`config.mk`:
```
export PLATFORM = sky130hd
export DESIGN_NAME = comparator_reference_control_regs
export DESIGN_NICKNAME = d
export VERILOG_FILES = /design/src/logic/cmp_ref_pkg.sv /design/src/logic/comparator_reference_control_regs.sv
export SDC_FILE = /design/constraint.sdc
export NUM_CORES = 1
export LEC_CHECK = 0
export ABC_AREA = 1
export BUFFER_PORTS_ARGS = -buffer_cell sky130_fd_sc_hd__buf_4
export CAP_MARGIN = 40
export CORE_MARGIN = 5
export CORE_UTILIZATION = 40
export CTS_BUF_LIST = sky130_fd_sc_hd__clkbuf_4
export CTS_CLUSTER_DIAMETER = 150
export DETAILED_ROUTE_END_ITERATION = 10
export GPL_TIMING_DRIVEN = 0
export HOLD_SLACK_MARGIN = 0.08
export PLACE_DENSITY = 0.67
export SLEW_MARGIN = 5
export SYNTH_ARGS = -nofsm -noshare
export SYNTH_HDL_FRONTEND = slang
export SYNTH_SLANG_ARGS = --single-unit
```
`constraint.sdc`:
```
create_clock -name clk_in -period 2 [get_ports clk_in]
set_clock_uncertainty 0.2 [all_clocks]
set_input_delay 0.2 -clock clk_in [delete_from_list [all_inputs] [get_ports clk_in]]
set_output_delay 0.2 -clock clk_in [all_outputs]
set_load 0.01 [all_outputs]
```
`src/logic/cmp_ref_pkg.sv`:
```
package cmp_ref_pkg;
    // register word offsets on the wishbone bus (byte addresses)
    localparam logic [7:0] OFS_CTRL1 = 8'h00;
    localparam logic [7:0] OFS_CTRL2 = 8'h04;
    localparam logic [7:0] OFS_CTRL3 = 8'h08;
    localparam logic [7:0] OFS_STATUS = 8'h0C;
    localparam logic [7:0] OFS_REFCTL = 8'h10;
    localparam logic [7:0] OFS_IRQ_STAT = 8'h14;
    localparam logic [7:0] OFS_IRQ_MASK = 8'h18;
    localparam int NUM_CMP = 3;
    // comparator control field positions
    localparam int CC_ENABLE = 15;
    localparam int CC_PIN_OE = 14;
    localparam int CC_INVERT = 13;
    localparam int CC_EVENT = 9;
    localparam int CC_RESULT = 8;
    localparam int CC_EVPOL_HI = 7;
    localparam int CC_EVPOL_LO = 6;
    localparam int CC_NONINV = 4;
    localparam int CC_CH_HI = 1;
    localparam int CC_CH_LO = 0;
    // status register field positions
    localparam int ST_IDLE_STOP = 15;
    localparam int ST_EVT_LO = 8;
    localparam int ST_OUT_LO = 0;
    // write masks: writable bits of the control and reference control registers
    localparam logic [15:0] CTRL_WMASK = 16'hE2D3;
    localparam logic [15:0] REF_WMASK = 16'h07FF;
    localparam logic [15:0] RESET_VAL = 16'h0000;
    // input channel and reference source codes
    localparam logic [1:0] CH_PIN_B = 2'b00;
    localparam logic [1:0] CH_PIN_C = 2'b01;
    localparam logic [1:0] CH_PIN_D = 2'b10;
    localparam logic [1:0] CH_INT_REF = 2'b11;
    localparam logic [1:0] SRC_BANDGAP = 2'b00;
    localparam logic [1:0] SRC_EXT_POS = 2'b11;
    // event polarity codes
    localparam logic [1:0] EVP_OFF = 2'b00;
    localparam logic [1:0] EVP_RISE = 2'b01;
    localparam logic [1:0] EVP_FALL = 2'b10;
    localparam logic [1:0] EVP_ANY = 2'b11;

    // reference control fields
    typedef struct packed {
        logic [4:0] unused;
        logic external_ref_select;
        logic [1:0] inv_ref_source;
        logic ref_power_enable;
        logic ref_pin_output_enable;
        logic ref_supply_select;
        logic [4:0] ref_level_code;
    } ref_ctrl_t;

    // per-comparator analog steering
    typedef struct packed {
        logic enable;
        logic noninv_internal;
        logic noninv_ext_pos;
        logic [1:0] inv_input_channel;
        logic inv_ref_bandgap;
        logic inv_ref_ext_pos;
    } cmp_route_t;
endpackage

```
`src/logic/comparator_reference_control_regs.sv`:
```
// The implementer's own choices: register access over Wishbone and the register addresses.
`timescale 1ns/100ps
// Summary of operation
// control bit 4 set routes internal reference to non-inverting input, else pin A.
// control bits 1-0 pick inverting input: 11 ref, 10 D, 01 C, 00 B.
// status bit 15 set stops all comparators during idle mode.
// status bits 10-8 mirror event flags of comparators 3-1, read only.
// status bits 2-0 mirror output bits of comparators 3-1, read only.
// unimplemented bits of status, control and reference control read zero.
// reference bit 10 picks external positive reference over ladder when non-inverting set.
// reference bits 9-8 pick band gap (00) or external positive (11) for channel 11.
// reference bit 7 powers the reference circuit on.
// reference bit 6 drives the reference level onto its pin.
// reference bit 5 picks external pair as ladder source, else analog rails.
// reference bits 4-0 hold ladder code 0 to 31, level is code over 32.
// hardware sets event flag on selected event; set flag suppresses further triggers.
// control bit 13 inverts the comparator output bit.
// status mirrors follow control event and output bits combinationally.
// status and reference control writable fields reset to zero.
module comparator_reference_control_regs
    import cmp_ref_pkg::*;
(
    // clock and reset
    input wire logic clk_in,
    input wire logic arst_n_in,
    // wishbone slave
    input wire logic wb_cyc_in,
    input wire logic wb_stb_in,
    input wire logic wb_we_in,
    input wire logic [7:0] wb_adr_in,
    input wire logic [3:0] wb_sel_in,
    input wire logic [31:0] wb_dat_in,
    output logic [31:0] wb_dat_out,
    output logic wb_ack_out,
    output logic wb_err_out,
    // analog side: raw comparator results, device idle state
    input wire logic [NUM_CMP-1:0] raw_compare_in,
    input wire logic idle_mode_in,
    // analog steering controls
    output cmp_route_t [NUM_CMP-1:0] route_out,
    output logic [NUM_CMP-1:0] pin_drive_out,
    output logic [NUM_CMP-1:0] compare_result_out,
    output logic [NUM_CMP-1:0] trigger_out,
    output logic ref_power_enable_out,
    output logic ref_pin_output_enable_out,
    output logic ref_supply_select_out,
    output logic [4:0] ref_level_code_out,
    // interrupt
    output logic irq_out
);
    typedef logic [15:0] word_t;

    // register map, byte offsets on the bus, data in bits 15:0:
    //   0x00, 0x04, 0x08  comparator_control of comparators 1 to 3
    //   0x0c              comparator_module_status
    //   0x10              reference_voltage_control
    //   0x14              interrupt status, write one to clear
    //   0x18              interrupt mask
    // any other offset is answered with err and changes nothing
    // sel lanes 2 and 3 are ignored, since no register is wider than 16 bits
    // every access is answered one cycle after it is taken; a request
    // still held while ack or err stands is not taken a second time

    // the register map only leaves control offsets for three comparators
    if (NUM_CMP < 1 || NUM_CMP > 3) begin : g_bad_count
        $error("comparator count not supported");
    end

    // register state
    word_t ctrl [NUM_CMP];
    word_t next_ctrl [NUM_CMP];
    logic all_stop_in_idle;
    logic next_all_stop_in_idle;
    ref_ctrl_t ref_ctrl;
    ref_ctrl_t next_ref_ctrl;
    logic [NUM_CMP-1:0] irq_stat;
    logic [NUM_CMP-1:0] next_irq_stat;
    logic [NUM_CMP-1:0] irq_mask;
    logic [NUM_CMP-1:0] next_irq_mask;
    // two-stage synchroniser for the analog results
    logic [NUM_CMP-1:0] sync1;
    logic [NUM_CMP-1:0] sync2;
    // edge detector history and per-cycle event terms
    logic [NUM_CMP-1:0] prev_result;
    logic [NUM_CMP-1:0] next_prev_result;
    logic [NUM_CMP-1:0] result;
    logic [NUM_CMP-1:0] event_hit;
    logic [NUM_CMP-1:0] running;
    // bus side
    logic [31:0] next_rdata;
    logic next_ack;
    logic next_err;
    logic req;
    logic wr;
    logic hit;
    // assembled words and lane masks
    word_t status_word;
    word_t wdata;
    word_t wbe;

    // byte enables to a 16-bit lane mask
    function automatic word_t lane_mask(input logic [3:0] sel);
        lane_mask = {{8{sel[1]}}, {8{sel[0]}}};
    endfunction

    // merge a write, touching only writable bits of enabled lanes
    function automatic word_t merge_write(input word_t cur, input word_t wd,
                                          input word_t wmask, input word_t lanes);
        merge_write = (cur & ~(wmask & lanes)) | (wd & wmask & lanes);
    endfunction

    // true when a taken write targets the given register offset
    function automatic logic write_at(input logic take, input logic [7:0] adr,
                                      input logic [7:0] ofs);
        write_at = take && (adr == ofs);
    endfunction

    // event detector on the polarity-corrected output
    // code 00 never fires, so a disabled event leaves the flag alone
    function automatic logic edge_event(input logic [1:0] pol, input logic now,
                                        input logic was);
        unique case (pol)
            EVP_OFF: edge_event = 1'b0;
            EVP_RISE: edge_event = now & ~was;
            EVP_FALL: edge_event = ~now & was;
            EVP_ANY: edge_event = now ^ was;
        endcase
    endfunction

    // analog results come from outside the clock domain
    // only the second stage is read; the first may still be metastable,
    // which costs two cycles of latency on every result
    always_ff @(posedge clk_in or negedge arst_n_in) begin
        if (!arst_n_in) begin
            sync1 <= '0;
            sync2 <= '0;
        end else begin
            sync1 <= raw_compare_in;
            sync2 <= sync1;
        end
    end

    // a request is taken once; the registered answer masks it in its own cycle
    // only the low 16 bits of the data bus carry register contents
    assign req = wb_cyc_in & wb_stb_in & ~wb_ack_out & ~wb_err_out;
    assign wr = req & wb_we_in;
    assign wdata = wb_dat_in[15:0];
    assign wbe = lane_mask(wb_sel_in);

    // status word assembled from live control bits
    // mirrors are wired, not copied, so both registers always read alike
    // and a read of either can never see a stale event flag
    always_comb begin
        status_word = '0;
        status_word[ST_IDLE_STOP] = all_stop_in_idle;
        for (int i = 0; i < NUM_CMP; i++) begin
            status_word[ST_EVT_LO + i] = ctrl[i][CC_EVENT];
            status_word[ST_OUT_LO + i] = ctrl[i][CC_RESULT];
        end
    end

    // comparator state: result, event flags, interrupt status
    // the result bit is rebuilt every cycle from the synchronised pin, so a
    // software write to it is lost; an idle stop or a disable forces it low
    always_comb begin
        next_all_stop_in_idle = all_stop_in_idle;
        next_ref_ctrl = ref_ctrl;
        next_irq_mask = irq_mask;
        next_irq_stat = irq_stat;
        next_prev_result = prev_result;
        for (int i = 0; i < NUM_CMP; i++) begin
            // idle stop only acts while the device really sits in idle
            running[i] = ctrl[i][CC_ENABLE] & ~(idle_mode_in & all_stop_in_idle);
            // polarity applied before edge detection, so rising means the read bit rises
            result[i] = running[i] & (sync2[i] ^ ctrl[i][CC_INVERT]);
            // a standing event flag blocks further triggers until software clears it
            event_hit[i] = running[i] & ~ctrl[i][CC_EVENT]
                & edge_event(ctrl[i][CC_EVPOL_HI:CC_EVPOL_LO], result[i], prev_result[i]);
            next_prev_result[i] = result[i];
            next_ctrl[i] = ctrl[i];
            // unimplemented and hardware-owned bits are outside the write mask
            if (write_at(wr, wb_adr_in, OFS_CTRL1 + 8'(4 * i))) begin
                next_ctrl[i] = merge_write(ctrl[i], wdata, CTRL_WMASK, wbe);
            end
            next_ctrl[i][CC_RESULT] = result[i];
            // hardware set wins over a software clear in the same cycle
            if (event_hit[i]) begin
                next_ctrl[i][CC_EVENT] = 1'b1;
            end
        end
        // only the idle-stop bit of the status word is writable; mirrors ignore writes
        if (write_at(wr, wb_adr_in, OFS_STATUS) && wbe[ST_IDLE_STOP]) begin
            next_all_stop_in_idle = wdata[ST_IDLE_STOP];
        end
        // the upper unimplemented bits stay zero through the mask
        if (write_at(wr, wb_adr_in, OFS_REFCTL)) begin
            next_ref_ctrl = merge_write(ref_ctrl, wdata, REF_WMASK, wbe);
        end
        // mask and status live in byte lane 0 only
        if (write_at(wr, wb_adr_in, OFS_IRQ_MASK) && wb_sel_in[0]) begin
            next_irq_mask = wdata[NUM_CMP-1:0];
        end
        if (write_at(wr, wb_adr_in, OFS_IRQ_STAT) && wb_sel_in[0]) begin
            next_irq_stat = irq_stat & ~wdata[NUM_CMP-1:0];
        end
        // a new event is set after the clear, so software cannot wipe a fresh one
        next_irq_stat = next_irq_stat | event_hit;
    end

    // register stage for all control state; reset leaves every comparator
    // disabled and the reference ladder powered down
    always_ff @(posedge clk_in or negedge arst_n_in) begin
        if (!arst_n_in) begin
            for (int i = 0; i < NUM_CMP; i++) begin
                ctrl[i] <= RESET_VAL;
            end
            all_stop_in_idle <= 1'b0;
            ref_ctrl <= RESET_VAL;
            irq_stat <= '0;
            irq_mask <= '0;
            prev_result <= '0;
        end else begin
            ctrl <= next_ctrl;
            all_stop_in_idle <= next_all_stop_in_idle;
            ref_ctrl <= next_ref_ctrl;
            irq_stat <= next_irq_stat;
            irq_mask <= next_irq_mask;
            prev_result <= next_prev_result;
        end
    end

    // bus decode and read mux; one wait-free ack cycle per request
    // read data is registered every cycle and only meaningful while ack stands;
    // unmapped offsets answer with err so a stray access is visible to software
    // rather than silently reading zero
    always_comb begin
        hit = 1'b1;
        next_rdata = '0;
        unique case (wb_adr_in)
            OFS_CTRL1: next_rdata[15:0] = ctrl[0];
            OFS_CTRL2: next_rdata[15:0] = ctrl[1];
            OFS_CTRL3: next_rdata[15:0] = ctrl[2];
            OFS_STATUS: next_rdata[15:0] = status_word;
            OFS_REFCTL: next_rdata[15:0] = ref_ctrl;
            OFS_IRQ_STAT: next_rdata[NUM_CMP-1:0] = irq_stat;
            OFS_IRQ_MASK: next_rdata[NUM_CMP-1:0] = irq_mask;
            default: hit = 1'b0;
        endcase
        next_ack = req & hit;
        next_err = req & ~hit;
    end

    always_ff @(posedge clk_in or negedge arst_n_in) begin
        if (!arst_n_in) begin
            wb_dat_out <= '0;
            wb_ack_out <= 1'b0;
            wb_err_out <= 1'b0;
        end else begin
            wb_dat_out <= next_rdata;
            wb_ack_out <= next_ack;
            wb_err_out <= next_err;
        end
    end

    // analog steering outputs
    // these follow the registers combinationally: the analog muxes have their own
    // settling time, and a registered copy would only add a cycle of skew
    // the band gap and external paths of the inverting input only count when
    // the channel field selects the internal reference
    always_comb begin
        for (int i = 0; i < NUM_CMP; i++) begin
            route_out[i].enable = running[i];
            route_out[i].noninv_internal = ctrl[i][CC_NONINV];
            route_out[i].noninv_ext_pos = ctrl[i][CC_NONINV]
                & ref_ctrl.external_ref_select;
            route_out[i].inv_input_channel = ctrl[i][CC_CH_HI:CC_CH_LO];
            route_out[i].inv_ref_bandgap = (ctrl[i][CC_CH_HI:CC_CH_LO] == CH_INT_REF)
                & (ref_ctrl.inv_ref_source == SRC_BANDGAP);
            route_out[i].inv_ref_ext_pos = (ctrl[i][CC_CH_HI:CC_CH_LO] == CH_INT_REF)
                & (ref_ctrl.inv_ref_source == SRC_EXT_POS);
            pin_drive_out[i] = running[i] & ctrl[i][CC_PIN_OE];
            compare_result_out[i] = ctrl[i][CC_RESULT];
        end
    end

    // trigger pulses in the very cycle the event flag is set
    assign trigger_out = event_hit;

    // reference ladder controls come straight from the register, so the analog
    // side sees a new level one cycle after the write is taken
    assign ref_power_enable_out = ref_ctrl.ref_power_enable;
    assign ref_pin_output_enable_out = ref_ctrl.ref_pin_output_enable;
    // supply and level may change while powered; settling is software's concern
    assign ref_supply_select_out = ref_ctrl.ref_supply_select;
    assign ref_level_code_out = ref_ctrl.ref_level_code;

    // one level interrupt; masked sources still latch their status
    assign irq_out = |(irq_stat & irq_mask);
endmodule

```
==> results of run 1 <==
## what timing repair did
item	CTS	global route
buffers inserted	6	8
hold endpoints to repair	127	1
pin swaps	10	12
endpoints found under the setup margin	5	9
gates resized for setup	19	19
hold buffers	37	1
## synth_stat cells
| master | instances |
|---|---|
| nand2_4 | 4 |
| a21oi_1 | 6 |
| conb_1 | 1 |
| buf_6 | 1 |
| nand3_4 | 1 |
| dfrtp_1 | 70 |
| nand3_1 | 33 |
| nor2_1 | 25 |
| buf_4 | 38 |
| buf_2 | 1 |
| or2_2 | 6 |
| inv_1 | 53 |
| nand2_1 | 133 |
| nand2_2 | 6 |
| o21ai_0 | 12 |
| nor2_8 | 2 |
| nand4_1 | 6 |
| nor2_2 | 4 |
| o21ai_2 | 6 |
| nand3_2 | 2 |
| nor3_1 | 10 |
| ha_1 | 6 |
| o21ai_1 | 18 |
| nor2_4 | 4 |
| mux2_2 | 1 |
| inv_2 | 2 |
| o211ai_1 | 2 |
## critical path: cells and delay by family, from the launching register on
family,cells,cell delay (ns)
compound gates,1,0.17
fa+ha+maj,1,0.17
buf+inv,3,0.22
flops,1,0.41
mux,1,0.28
simple gates,2,0.34
## how the worst max path moves through the flow
stage / slack [ns] / end / startpoint
after floorplan: 0.13 / trigger_out[2] / register
after global placement: -0.15 / trigger_out[2] / register
after detailed placement: -0.20 / trigger_out[2] / register
after CTS: -0.43 / trigger_out[1] / register
after global routing: -0.51 / trigger_out[2] / register
final: -0.40 / trigger_out[2] / register
## cell families after synthesis
family	after synthesis
adders and majority gates	6
muxes	1
other	1
DFF	70
buffers and inverters	95
and+or+nand+nor	236
AOI/OAI and AO/OA	44
## layout by cell type, fill, tap and decap left out, types with 3 or more instances in the layout
cell / netlist / routed
a21oi_1: 6 / 3
a21oi_4: 0 / 3
buf_4: 38 / 136
buf_6: 1 / 4
clkbuf_4: 0 / 9
clkinv_2: 0 / 3
conb_1: 1 / 18
dfrtp_1: 70 / 70
dlygate4sd3_1: 0 / 36
ha_4: 0 / 3
inv_1: 53 / 49
inv_2: 2 / 6
nand2_1: 133 / 122
nand2_2: 6 / 16
nand2_4: 4 / 5
nand3_1: 33 / 33
nand4_1: 6 / 6
nor2_1: 25 / 25
nor2_2: 4 / 4
nor2_4: 4 / 4
nor3_1: 10 / 8
o21ai_0: 12 / 10
o21ai_1: 18 / 19
o21ai_2: 6 / 7
or2_2: 6 / 3
or2_4: 0 / 3
## layout make-up
cell class / count / area [um^2]
well taps: 111 / 139
clock inverters: 7 / 65.1
inverters: 55 / 206
fillers: 829 / 3800
plain buffers: 40 / 302
flip-flops and latches: 70 / 1750
multi-input cells: 305 / 1650
repair buffers: 139 / 1180
clock buffers: 9 / 67.6
## routing by layer
layer	up-vias	GRT usage [%]	wire (um)
li1	1705	-	-
met1	1690	24.2	4440
met2	147	31.1	5370
met3	19	5.22	752
met4	0	8.23	223
met5	-	0	0
## metrics by stage
step | hold WS, ns | total power [uW] | worst slack, ns | util, %
final | 0.0658 | 2630 | -0.403 | 58.5
after global routing | 0.0866 | 2740 | -0.514 | 58.5
after detailed placement | -0.0592 | 1690 | -0.202 | 50.2
after floorplan | -0.296 | 1570 | 0.128 | -
after CTS | 0.0811 | 2630 | -0.433 | 57.0
after global placement | 0.110 | 1680 | -0.152 | 49.9
## power by group
group          leakage, uW  internal (uW)  switching [uW]
clock            0.0000731            372             531
sequential        0.000963           1430            10.3
combinational      0.00182            142             144
total              0.00286           1940             685
==> metrics.yaml, run 1 <==
status: "complete, but fails checks"
violations: "negative setup slack"
rsz0062_at_grt: "true"
cts_tree: "built"
r2r_slack_ns: 0.10
vias: 3561
dieHeight_um: 106
grt_pass1_vias: 3617
grt_max_degree: 46
setup_viol_count_final: 3
synth_compound_area_share_pct: 6.68
hold_class: "in -> reg"
portBuffers: 87
worst_pin_slew_ns: 0.618
antenna_found_initial: 0
drive_above_1_share_pct: 35.4
rows: 35
cts_sinks: 70
reg2reg_to: "ctrl[9]"
worstPathMaxFanout: 3
arrival_ns: 2.00
endpoint_kind: "primary output"
slew_headroom_pct: 58.7
finalWorstSetupSlack_ns: -0.403
dpl_cell_area_um2: 4590
fp.dieArea_um2: 11300
pin_count: 126
cts_inserted_buffers: 9
worstRegToRegCells: 8
maxSlewViolCount: 0
coreArea_um2: 9150
postSynthCellCount: 453
worstSkewPairLatency_ns: 0.42
synth_top_family_by_area: "simple AND/OR/NAND/NOR gates"
initial_core_util_pct: 40.5
final_area_um2: 5360
firstDrtPassIters: 4
die-width_um: 106
place_congestion: 0.889
period_minus_slack_ns: 2.40
path_cells: "or2_4 > a21oi_4 > inv_1 > ha_2 > mux2_4 > nand2_4 > inv_2 > buf_6"
slowest_delay_ns: 0.41
crit_path_start_kind: "register"
whs_path_depth: 6
yosys.area.top_type: "dfrtp_1"
path_class: "reg -> out"
cp.required_ns: 1.60
dp_hpwl_um: 7530
synth_warnings: 0
finalNetCount: 679
ant_nets: 0
grt_usage_pct: 19.2
tns_ns: -1.11
drc_errors: 0
drv_cap: 0
num_antenna_cells: 0
placedCellCount: 669
root_buffer: "clkbuf_4"
htreeDepth: 3
dr.first_iter.drc_count: 210
routed_wl_um: 10800
p_leak_uw: 0.00286
synthXorXnorAreaFrac_pct: 0
synth_area_leaders: "dfrtp_1 (47%), nand2_1 (13%), buf_4 (7.7%), inv_1 (5.4%), nand3_1 (4.5%)"
syn-mean-instance-area_um2: 8.19
min_to: "wb_dat_out[2]"
finalHoldViolations: 0
cts.path.max_buffers: 2
fmax_ghz: 0.416
syn2layout_area_growth_pct: 44.3
min_from: "wb_adr_in[6]"
netlist_area_um2: 3710
ys_ff_latch: 70
avgViaCountPerCell: 4.84
ys_types: 27
vdd_drop_max_uv: 238
cpMaxStageDelayCell: "dfrtp_1"
post-route-period-util_pct: 120
path_clk_slew_ns: 0.12
synth_fa_ha_area_share_pct: 2.02
grt_pass1_wl_um: 17300
synth-simple-area-share_pct: 30.0
powerDensity_nw_per_um2: 491
grt_overflow: 0
wl_per_cell_um: 14.7
synth_mux_area_share_pct: 0.303
seq_area_frac_synth_pct: 47.2
fin_cells: 736
yosysTopAreaCellShare_pct: 47.2
Note: power is estimated with default switching activity, not from simulation.
==> inputs of run 2 (changes only) <==
Settings changed: CORE_ASPECT_RATIO set to 0.9, GPL_TIMING_DRIVEN 0 to not set, SLEW_MARGIN 5 to 20.
==> run 2 against run 1 <==
Effect of this change: sequential power barely moved; cell count fell by 2.6%; utilization fell by 2.6 points; clock power fell by 2%; combinational power fell by 11%; die area barely moved; routed wire length fell by 4.8%; the run still ends with negative setup slack left; via count fell by 4.4%; worst hold slack got worse by 0.011 ns; design area fell by 5.2%; maximum frequency rose by 0.17%; count of clock-buffer cells in the layout did not move.
==> metrics.yaml, run 2 (same netlist as run 1, synthesis figures left out) <==
place_ws_ns: -0.0910  # +0.111 ns
arrival_ns: 2.00  # about the same
path_cells: "inv_2 > or2_4 > a21oi_4 > ha_4 > nand2_2 > nand2_2 > inv_2 > nor3_2 > nand2_2 > inv_2 > buf_6"
postLayoutCoreUtil_pct: 55.9  # -2.6 points
violations: "negative setup slack"
n_fill_cell: 826  # -0.36%
layout_commonest_cell: "nand2_1"
portBuffers: 87  # unchanged
status: "complete, but fails checks"
powerDensity_nw_per_um2: 508  # +3.5%
hold_class: "in -> reg"
worstRegToRegCells: 7  # -1
p_leak_uw: 0.00266  # -7.0%
drv_cap: 0  # unchanged
hold_slack_ns: 0.0551  # -0.0108 ns
finalHoldViolations: 0  # unchanged
fin_cells: 717  # -2.6%
dpl_cell_area_um2: 4410  # -4.1%
cts_sinks: 70  # unchanged
grt_max_degree: 34  # -26%
path_class: "reg -> out"
final_area_um2: 5080  # -5.2%
finalWorstSetupSlack_ns: -0.399  # +0.00398 ns
path_clk_slew_ns: 0.12  # about the same
endpoint_kind: "primary output"
antenna_found_initial: 0  # unchanged
grt_overflow: 0  # unchanged
met1_usage_pct: 24.5  # +0.32 points
cts.path.max_buffers: 2  # unchanged
fp.dieArea_um2: 11300  # about the same
grt_pass1_wl_um: 16900  # -2.2%
crit_path_start_kind: "register"
die-width_um: 112  # +4.9%
reg2reg_to: "all_stop_in_idle"
cp-startpoint: "sync2[2]"
dr.first_iter.drc_count: 203  # -3.3%
drc_errors: 0  # unchanged
finalNetCount: 649  # -4.4%
avgViaCountPerCell: 4.75  # -1.8%
multi_input_area_um2: 1610  # -2.1%
critical_path_buf_inv_count: 4  # +1
cp_top_family: "simple AND/OR/NAND/NOR gates"
maxSlewViolCount: 0  # unchanged
vias: 3405  # -4.4%
r2r_slack_ns: 0.09  # about the same
firstDrtPassIters: 5  # +1
reg2reg_from: "wb_ack_out"
min_from: "wb_adr_in[6]"
rows: 33  # -5.7%
place_congestion: 0.878  # -1.3%
drive_above_1_share_pct: 30.9  # -4.4 points
dp_hpwl_um: 7460  # -0.98%
setup_viol_count_final: 3  # unchanged
worstPathMaxFanout: 3  # unchanged
whs_path_depth: 6  # unchanged
pin_count: 126  # unchanged
initial_core_util_pct: 40.9  # +0.31 points
placedCellCount: 656  # -1.9%
fmax_ghz: 0.417  # +0.17%
period_minus_slack_ns: 2.40  # -0.00398 ns
final_cell_mix: "nand2_1 (128), buf_4 (109), dfrtp_1 (70)"
post-route-period-util_pct: 120  # -0.20 points
num_antenna_cells: 0  # unchanged
dieHeight_um: 101  # -4.7%
coreArea_um2: 9080  # -0.75%
syn2layout_area_growth_pct: 36.9
cts_inserted_buffers: 9  # unchanged
root_buffer: "clkbuf_4"
vdd_drop_max_uv: 328  # +38%
ant_nets: 0  # unchanged
busiest_layer: "met2"
cpMaxStageDelayCell: "dfrtp_1"
routed_wl_um: 10300  # -4.8%
grtUsageMet3_pct: 4.60  # -0.62 points
use_met2_pct: 30.3  # -0.81 points
rsz0062_at_grt: "true"
cts_tree: "built"
htreeDepth: 3  # unchanged
wl_per_cell_um: 14.3  # -2.3%
slowest_delay_ns: 0.36  # -0.05 ns
grt_usage_pct: 18.6  # -0.68 points
min_to: "wb_ack_out"
grt_pass1_vias: 3420  # -5.4%
worstSkewPairLatency_ns: 0.42  # about the same
regArea_um2: 1750  # unchanged
cp.required_ns: 1.60  # about the same
## run 2: cell count changes in the layout (fill, tap and decap cells not counted), moves of 2 or more
cell     change
nand2_2      -6
inv_2        +3
buf_4       -27
nand2_1      +6
inv_1        -3
ha_1         +2
nor2_2       -2
nor2_4       +2
ha_4         -2
## run 2: layout make-up
cell class | count | area share [%]
multi-input combinational | 305 | 31.8
inverter | 55 | 4.07
sequential | 70 | 34.5
timing repair buffer | 149 | 24.1
clock buffer | 9 | 1.33
tap | 122 | 3.01
clock inverter | 7 | 1.28
## run 2: repair_timing
action,CTS,global route
resized for setup,18,17
hold buffers,38,1
pin swaps,11,14
hold endpoints to repair,125,1
gates cloned,0,0
setup buffers,2,6
endpoints found under the setup margin,3,9
## run 2: power by group
group | switching, uW | internal [uW] | leakage, uW | total, uW
Clock | 516 | 372 | 0.0000731 | 888
Combinational | 138 | 115 | 0.00162 | 253
Sequential | 9.93 | 1430 | 0.000963 | 1440
## run 2: how the worst max path moves through the flow
stage / endpoint / slack [ns] / cells past startpoint
final: trigger_out[2] / -0.40 / 11
after global placement: trigger_out[1] / -0.02 / 9
after global routing: trigger_out[2] / -0.53 / 10
after floorplan: trigger_out[2] / 0.13 / 7
after detailed placement: trigger_out[0] / -0.09 / 9
after CTS: trigger_out[2] / -0.38 / 8
## run 2: metrics by stage
step | total power [uW] | setup TNS [ns]
CTS | 2590 | -1.51
finish | 2580 | -1.03
global placement | 1660 | -0.0341
floorplan | 1570 | 0
detailed placement | 1660 | -0.164
global route | 2690 | -1.48
## run 2: worst reg2reg max path: stages, from the launching register on
cell           delay, ns
dfrtp_1             0.43
nor2_4              0.14
nand3_4             0.13
nor2_4              0.19
dlygate4sd3_1       0.57
nand2_1             0.05
nand2_1             0.06
nand2_1             0.05
## run 2: routing by layer
layer | wire [um] | up-vias
li1 | - | 1653
met1 | 4490 | 1613
met2 | 4850 | 123
met3 | 721 | 16
met4 | 202 | 0
met5 | 0 | -
